[src/pkg/system_time_value_pkg.sv]
// Constants for the free-running system time counter and its register slave.
package system_time_value_pkg;
  // ==========================================================
  // Register map
  localparam logic [7:0]  TIME_LO_INDEX  = 8'h06;
  localparam logic [11:0] TIME_LO_ADDR   = {2'h0, TIME_LO_INDEX, 2'h0};
  localparam logic [11:0] TIME_HI_ADDR   = 12'h040;
  localparam logic [11:0] CTRL_ADDR      = 12'h044;
  localparam logic [11:0] STATUS_ADDR    = 12'h048;
  localparam int          ADDR_W         = 12;
  // ==========================================================
  // Control fields
  localparam int          CTRL_PLL_BIT   = 0;
  localparam int          CTRL_SLEEP_BIT = 1;
  localparam logic [1:0]  CTRL_RESET     = 2'h0;
  // ==========================================================
  // Counter layout
  localparam int          TIME_W         = 40;
  localparam int          UNIT_SHIFT     = 9;
  localparam int          UNITS_W        = TIME_W - UNIT_SHIFT;
  localparam logic [30:0] UNITS_RESET    = 31'h0000_0000;
  // ==========================================================
  // Timing in kHz, and step accumulator sizes
  localparam int          HCLK_KHZ       = 40000;
  localparam int          PLL_STEP_KHZ   = 125000;
  localparam int          XTAL_KHZ       = 38400;
  localparam int          XTAL_STEP_KHZ  = XTAL_KHZ / 2;
  localparam int          ACC_W          = 18;
  localparam int          STEPS_W        = 3;
  localparam logic [17:0] ACC_RESET      = 18'h0_0000;
  // ==========================================================
  // Bus encodings
  localparam logic [1:0]  HTRANS_NONSEQ  = 2'h2;
  localparam logic        HRESP_OKAY     = 1'h0;
endpackage

[src/hw/system_time_counter.sv]
// Free-running 40-bit system time counter behind an AHB-Lite register slave.
`timescale 1ns/10ps
// What this block does
// - Provides a 40-bit read-only time value; register writes never change it.
// - One count equals one period of 128 times 500 MHz.
// - With the PLL enabled the count gains 512 per 125 MHz cycle.
// - The nine lowest bits of the count always read as zero.
// - Before PLL enable the count gains 512 at half the crystal frequency.
// - In sleep the count stops and its readable value is frozen.
module system_time_counter
(
  input  wire logic        hclk,
  input  wire logic        hresetn,
  input  wire logic        hsel,
  input  wire logic [31:0] haddr,
  input  wire logic [1:0]  htrans,
  input  wire logic        hwrite,
  input  wire logic [2:0]  hsize,
  input  wire logic [31:0] hwdata,
  input  wire logic        hready,
  output logic      [31:0] hrdata,
  output logic             hreadyout,
  output logic             hresp,
  output logic      [39:0] time_value
);

  // ==========================================================
  // Register state
  logic [30:0] units_reg;
  logic [30:0] units_next;
  logic [17:0] acc_reg;
  logic [17:0] acc_next;
  logic [1:0]  ctrl_reg;
  logic [7:0]  hi_snap_reg;
  logic [7:0]  hi_snap_next;
  logic [31:0] hrdata_reg;
  logic [31:0] hrdata_next;
  logic        hreadyout_reg;
  logic        hresp_reg;
  logic        wr_pend_reg;
  logic [11:0] wr_addr_reg;

  // ==========================================================
  // Bus decode
  wire         take      = hsel & htrans[1] & hready;
  wire         take_rd   = take & ~hwrite;
  wire         take_wr   = take & hwrite;
  wire [11:0]  a_addr    = haddr[11:0];
  wire         hit_lo    = (a_addr == system_time_value_pkg::TIME_LO_ADDR);
  wire         hit_hi    = (a_addr == system_time_value_pkg::TIME_HI_ADDR);
  wire         hit_ctrl  = (a_addr == system_time_value_pkg::CTRL_ADDR);
  wire         hit_stat  = (a_addr == system_time_value_pkg::STATUS_ADDR);
  // Transfer size is not decoded; every access is taken as a whole word.
  wire         pll_on    = ctrl_reg[system_time_value_pkg::CTRL_PLL_BIT];
  wire         sleeping  = ctrl_reg[system_time_value_pkg::CTRL_SLEEP_BIT];
  // Only the control register accepts writes; time words ignore them.
  // Control writes taken
  wire         ctrl_wr   = wr_pend_reg & (wr_addr_reg == system_time_value_pkg::CTRL_ADDR);

  // ==========================================================
  // Step-rate generator
  // A 40 MHz clock cannot tick at 125 MHz, so a phase accumulator spreads
  // the steps: several 512-unit steps may land in one cycle, and the average
  // rate is exact with no long-term drift.
  // PLL step rate
  wire [17:0]  pll_rate  = 18'(system_time_value_pkg::PLL_STEP_KHZ);
  wire [17:0]  xtal_rate = 18'(system_time_value_pkg::XTAL_STEP_KHZ);
  wire [17:0]  rate_khz  = pll_on ? pll_rate : xtal_rate;
  wire [18:0]  acc_sum   = {1'b0, acc_reg} + {1'b0, rate_khz};

  // Threshold compares replace a divider: the sum never reaches five
  // periods of the bus clock, so four compares cover every case.
  // A divider by a constant would cost far more area for the same answer.
  wire [18:0]  lim_1     = 19'(system_time_value_pkg::HCLK_KHZ);
  wire [18:0]  lim_2     = 19'(2 * system_time_value_pkg::HCLK_KHZ);
  wire [18:0]  lim_3     = 19'(3 * system_time_value_pkg::HCLK_KHZ);
  wire [18:0]  lim_4     = 19'(4 * system_time_value_pkg::HCLK_KHZ);
  wire         over_1    = (acc_sum >= lim_1);
  wire         over_2    = (acc_sum >= lim_2);
  wire         over_3    = (acc_sum >= lim_3);
  wire         over_4    = (acc_sum >= lim_4);
  wire [2:0]   steps     = 3'(over_1) + 3'(over_2) + 3'(over_3)
                           + 3'(over_4);
  wire [18:0]  acc_taken = over_4 ? lim_4 :
                           over_3 ? lim_3 :
                           over_2 ? lim_2 :
                           over_1 ? lim_1 : 19'h0_0000;
  wire [18:0]  acc_rem   = acc_sum - acc_taken;

  // ==========================================================
  // Counter next value
  // The count is held in 512-units, so the low bits cannot be anything
  // but zero and need no storage.
  // Sleep freezes
  always_comb
  begin
    units_next = units_reg;
    if (!sleeping)
    begin
      // A 31-bit adder wraps on its own, so overflow needs no logic and sends no event.
      units_next = units_reg + 31'(steps);
    end
  end

  // The accumulator freezes with the count, so waking resumes the same phase.
  always_comb
  begin
    acc_next = acc_reg;
    if (!sleeping)
    begin
      acc_next = acc_rem[17:0];
    end
  end

  wire [39:0]  full_time = {units_reg, 9'h000};

  // ==========================================================
  // Read words
  wire [31:0]  lo_word   = full_time[31:0];
  wire [7:0]   hi_byte   = full_time[39:32];
  wire [31:0]  hi_word   = {24'h00_0000, hi_snap_reg};
  wire [31:0]  ctrl_word = {30'h0000_0000, ctrl_reg};
  wire [31:0]  stat_word = {30'h0000_0000, ~sleeping, pll_on};

  // ==========================================================
  // Read data
  // Reading the low word snapshots the top byte so that a low-then-high
  // pair of reads returns one coherent 40-bit value.
  always_comb
  begin
    hi_snap_next = hi_snap_reg;
    hrdata_next  = 32'h0000_0000;
    if (take_rd)
    begin
      if (hit_lo)
      begin
        hrdata_next  = lo_word;
        hi_snap_next = hi_byte;
      end
      else if (hit_hi)
      begin
        hrdata_next = hi_word;
      end
      else if (hit_ctrl)
      begin
        hrdata_next = ctrl_word;
      end
      else if (hit_stat)
      begin
        hrdata_next = stat_word;
      end
      else
      begin
        hrdata_next = 32'h0000_0000;
      end
    end
  end

  // ==========================================================
  // Counter
  // Only reset clears the count; software has no way to load it.
  always_ff @(posedge hclk or negedge hresetn)
  begin
    if (!hresetn)
    begin
      units_reg <= system_time_value_pkg::UNITS_RESET;
    end
    else
    begin
      units_reg <= units_next;
    end
  end

  // ==========================================================
  // Step accumulator
  always_ff @(posedge hclk or negedge hresetn)
  begin
    if (!hresetn)
    begin
      acc_reg <= system_time_value_pkg::ACC_RESET;
    end
    else
    begin
      acc_reg <= acc_next;
    end
  end

  // ==========================================================
  // Control register
  // A new setting rules the count from the edge after its data phase.
  always_ff @(posedge hclk or negedge hresetn)
  begin
    if (!hresetn)
    begin
      ctrl_reg <= system_time_value_pkg::CTRL_RESET;
    end
    else if (ctrl_wr)
    begin
      ctrl_reg <= hwdata[1:0];
    end
  end

  // ==========================================================
  // Write pending
  // Write data arrives one cycle after its address, so the write flag and address are held for the data phase.
  always_ff @(posedge hclk or negedge hresetn)
  begin
    if (!hresetn)
    begin
      wr_pend_reg <= 1'b0;
    end
    else
    begin
      wr_pend_reg <= take_wr;
    end
  end

  // ==========================================================
  // Write address
  always_ff @(posedge hclk or negedge hresetn)
  begin
    if (!hresetn)
    begin
      wr_addr_reg <= 12'h000;
    end
    else
    begin
      wr_addr_reg <= a_addr;
    end
  end

  // ==========================================================
  // Bus outputs
  // The slave never inserts wait states and never reports an error,
  // so unmapped addresses simply read as zero.
  always_ff @(posedge hclk or negedge hresetn)
  begin
    if (!hresetn)
    begin
      hrdata_reg <= 32'h0000_0000;
    end
    else
    begin
      hrdata_reg <= hrdata_next;
    end
  end

  // ==========================================================
  // High byte snapshot
  always_ff @(posedge hclk or negedge hresetn)
  begin
    if (!hresetn)
    begin
      hi_snap_reg <= 8'h00;
    end
    else
    begin
      hi_snap_reg <= hi_snap_next;
    end
  end

  // ==========================================================
  // Ready output
  // Registered constants keep every bus output on a flip-flop.
  always_ff @(posedge hclk or negedge hresetn)
  begin
    if (!hresetn)
    begin
      hreadyout_reg <= 1'b1;
    end
    else
    begin
      hreadyout_reg <= 1'b1;
    end
  end

  // ==========================================================
  // Response output
  always_ff @(posedge hclk or negedge hresetn)
  begin
    if (!hresetn)
    begin
      hresp_reg <= system_time_value_pkg::HRESP_OKAY;
    end
    else
    begin
      hresp_reg <= system_time_value_pkg::HRESP_OKAY;
    end
  end

  assign hrdata     = hrdata_reg;
  assign hreadyout  = hreadyout_reg;
  assign hresp      = hresp_reg;
  assign time_value = full_time;

endmodule

[config.mk]
export PLATFORM = sky130hd
export DESIGN_NAME = system_time_counter
export DESIGN_NICKNAME = d
export VERILOG_FILES = /design/src/pkg/system_time_value_pkg.sv /design/src/hw/system_time_counter.sv
export SDC_FILE = /design/constraint.sdc
export NUM_CORES = 1
export LEC_CHECK = 0
export ABC_AREA = 1
export BUFFER_PORTS_ARGS = -buffer_cell sky130_fd_sc_hd__buf_2
export CAP_MARGIN = 25
export CORE_MARGIN = 8
export CORE_UTILIZATION = 27
export CTS_CLUSTER_SIZE = 20
export DETAILED_ROUTE_END_ITERATION = 6
export GPL_TIMING_DRIVEN = 0
export SLEW_MARGIN = 20
export SYNTH_ARGS = -nofsm -noshare
export SYNTH_HDL_FRONTEND = slang
export SYNTH_SLANG_ARGS = --single-unit
[constraint.sdc]
create_clock -name hclk -period 10.1 [get_ports hclk]
set_input_delay 0.505 -clock hclk [delete_from_list [all_inputs] [get_ports hclk]]
set_output_delay 0.505 -clock hclk [all_outputs]
set_load 0.02 [all_outputs]
==> results.md <==
- Run status: finished clean
- Worst EP arrival: 5.74 ns
- Final Hold Violating Endpoints: 0
- Clock Tree Root: clkbuf_16
- Sequential cell area: 0.002502 mm2
- Diode count: 0
- Area of the die: 0.02496 mm2
- Unrepaired setup endpoints after global routing: false
- Crit-path max FO: 8
- PnR worst setup slack: 4.585 ns
- Fmax: 181.3 MHz
- Crit Path Class: register to register
- Post-CTS sizing: 0
- GRT Resource Usage Total: 0.1103
- Largest cells by area after synthesis: dfrtp_1, nand2_1, inv_1, nor2_1, nand3_1
- Largest area contributor in the netlist: dfrtp_1
- Worst slew pin tran: 0.7394 ns
- Core Rows: 52
- Max Cap Viol: 0
- Minimum hold slack: 0.07188 ns
- # DRC: 0
- Minimum clock period: 5.515 ns
- DRT iter0 DRCs: 169
- Post-synth top flop: dfrtp_1
- Seq/Total Area, Yosys: 0.4597
- Drt pass-1 iters: 6
- Setup TNS: 0 ns
- Path length in cells of the critical path: 30
- Clock latency at the later pin of the worst-skew pair: 0.34 ns
- Fin. max-slew vios: 0
- Clock slew at reported path FFs: 0.07 ns
- Worst EP required: 10.33 ns
- Share of layout cells above drive strength 1: 0.1936
- CTS Hold Bufs: 0
- R2R cell count: 30
- Antenna Nets Post-Route: 0
- Die Span Y: 158.0 um
- Multi-input logic area: 0.002460 mm2
- Num CTS Buffers: 9
- Port bufs: 81
- CP Capture Type: register
- CP top delay family: simple AND/OR/NAND/NOR gates
- Clock Skew: 0.007656 ns
- Vias: 4483
- CP bufs+invs: 5
- Core Box Area: 0.02004 mm2
- Post-CTS setup buffer count: 0
- Vias in the first global route: 4472
- Setup violators final: 0
- Worst Setup Start Kind: register
- Area growth syn-to-layout: 20.09%
- Mapped Avg Cell Area: 8.041 um2
- Hold/Removal Path Class: primary input to asynchronous set/reset pin
- Post-Syn Area: 0.005444 mm2
- Fillcell total: 2158
- CTS max path bufs: 2
- Gp weighted congestion: 0.8431
- CTS sink count: 100
- H-tree lvl count: 3
- Synth cell types: 45
- HPWL Detailed: 10620 um
- Synth async-reset ratio: 1.000
- Vias per cell: 4.249
- Cells after Synth: 677
- Routed len/inst: 12.63 um
- Initial antenna violation count: 0
- Peak supply drop: 0.1348 mV
- CP max stage cell: dfrtp_1
- Largest net degree at the start of global routing: 61
- Synth Register Bits: 100
- Relative slew margins: 0.5032
- Gr ovfl total: 0
- Pwr Density: 314.9 mW/mm2
- Initial Utilization: 0.2717
- Syn. warnings: 0
- Die Span X: 158.0 um
- Total Wirelength: 13330 um
- Number of synthesized flops with an enable pin: 0
- Leakage power: 0.003408 uW
- Nets: 874
- I/O pins: 148
- Area share of the largest cell type after synthesis: 0.4597
- Max incr delay on CP: 0.55 ns
- Pre-CTS WS: 4.541 ns
- First-pass GRT wire length: 21980 um
- CTS tree: yes
- Final period util: 0.5460
- Most frequent cell on the critical path: nand3_1
## kinds of logic after synthesis
group | count (synthesis) | share of synthesized area
AO/OA/AOI/OAI | 53 | 0.05447
XOR/XNOR | 26 | 0.04183
adder cells (fa/ha/maj) | 20 | 0.05148
buffers and inverters | 126 | 0.09538
flip-flops | 100 | 0.4597
multiplexers | 2 | 0.004137
other | 2 | 0.001380
AND/OR/NAND/NOR | 348 | 0.2917
## placed cells by master (no fill, tap or decap), types with 3 or more instances in the layout
master / synthesis / routed
nand2_1: 163 / 163
inv_1: 100 / 100
dfrtp_1: 100 / 100
buf_2: 1 / 81
nor2_1: 75 / 75
nand3_1: 47 / 47
xor2_1: 24 / 24
o21ai_0: 23 / 23
ha_1: 16 / 16
a21oi_1: 15 / 15
nor3_1: 14 / 14
buf_4: 12 / 12
conb_1: 2 / 12
nand2_2: 11 / 11
clkbuf_16: 0 / 9
nand3_2: 8 / 8
nand4_1: 7 / 7
inv_2: 6 / 6
clkbuf_1: 5 / 6
nor4_1: 5 / 5
nor2_2: 4 / 4
nand3b_1: 4 / 4
fa_1: 4 / 4
a31oi_1: 3 / 3
## Yosys cell counts (all sizes together), types with 3 or more instances
master	instances
nor4	5
a21oi	17
clkbuf	5
nor3	16
nand3b	4
xor2	24
buf	14
nand4	8
fa	4
dfrtp	100
o21ai	26
nand2	175
ha	16
a31oi	3
inv	106
nor2	81
nand3	56
## layer usage
layer / GRT usage / vias to the layer above / share of wire
met4: 0.02784 / 0 / 0.0090
met1: 0.1327 / 2079 / 0.46
met2: 0.1877 / 81 / 0.47
li1: - / 2310 / -
met3: 0.03467 / 13 / 0.062
met5: 0 / - / 0
## path summary, 6_finish.rpt
| path | startpoint | endpoint | slack [ns] |
|---|---|---|---|
| min in group hclk | haddr[1] | wr_addr_reg[1]$_DFF_PN0_ | 0.28 |
| worst max-delay path | ctrl_reg[0]$_DFFE_PN0P_ | units_reg[30]$_DFFE_PN0N_ | 4.58 |
| worst min register to register | hi_snap_reg[2]$_DFFE_PN0P_ | hi_snap_reg[2]$_DFFE_PN0P_ | 0.48 |
| worst min-delay path | hresetn | hrdata[29]$_DFF_PN0_ | 0.07 |
| worst max register to register | ctrl_reg[0]$_DFFE_PN0P_ | units_reg[30]$_DFFE_PN0N_ | 4.58 |
| max in group asynchronous | hresetn | acc_reg[7]$_DFFE_PN0N_ | 9.40 |
## metrics by stage
| stage | utilization | cell area (um2) | power (uW) | cells |
|---|---|---|---|---|
| final | 0.3262 | 6538 | 2059 | 1055 |
| after global routing | 0.3262 | 6538 | 2288 | 1055 |
| after CTS | 0.3262 | 6538 | 2077 | 1055 |
| after detailed placement | 0.3123 | 6259 | 1740 | 1039 |
| after global placement | 0.3106 | 6225 | 1726 | 1038 |
| after floorplan | - | 5482 | 1476 | 687 |
## where the power goes
part,internal (uW),switching [uW]
sequential,456,54.3
clock,175,152
combinational,432,788
total,1060,995
## cell type report
| cell class | instances | share of cell area |
|---|---|---|
| tap | 270 | 0.05167 |
| buffer | 19 | 0.01799 |
| inverter | 107 | 0.06144 |
| sequential | 100 | 0.3828 |
| timing repair buffer | 82 | 0.06718 |
| clock buffer | 11 | 0.03713 |
| multi-input combinational | 461 | 0.3763 |
| clock inverter | 5 | 0.005550 |
(Power assumes the default switching activity.)
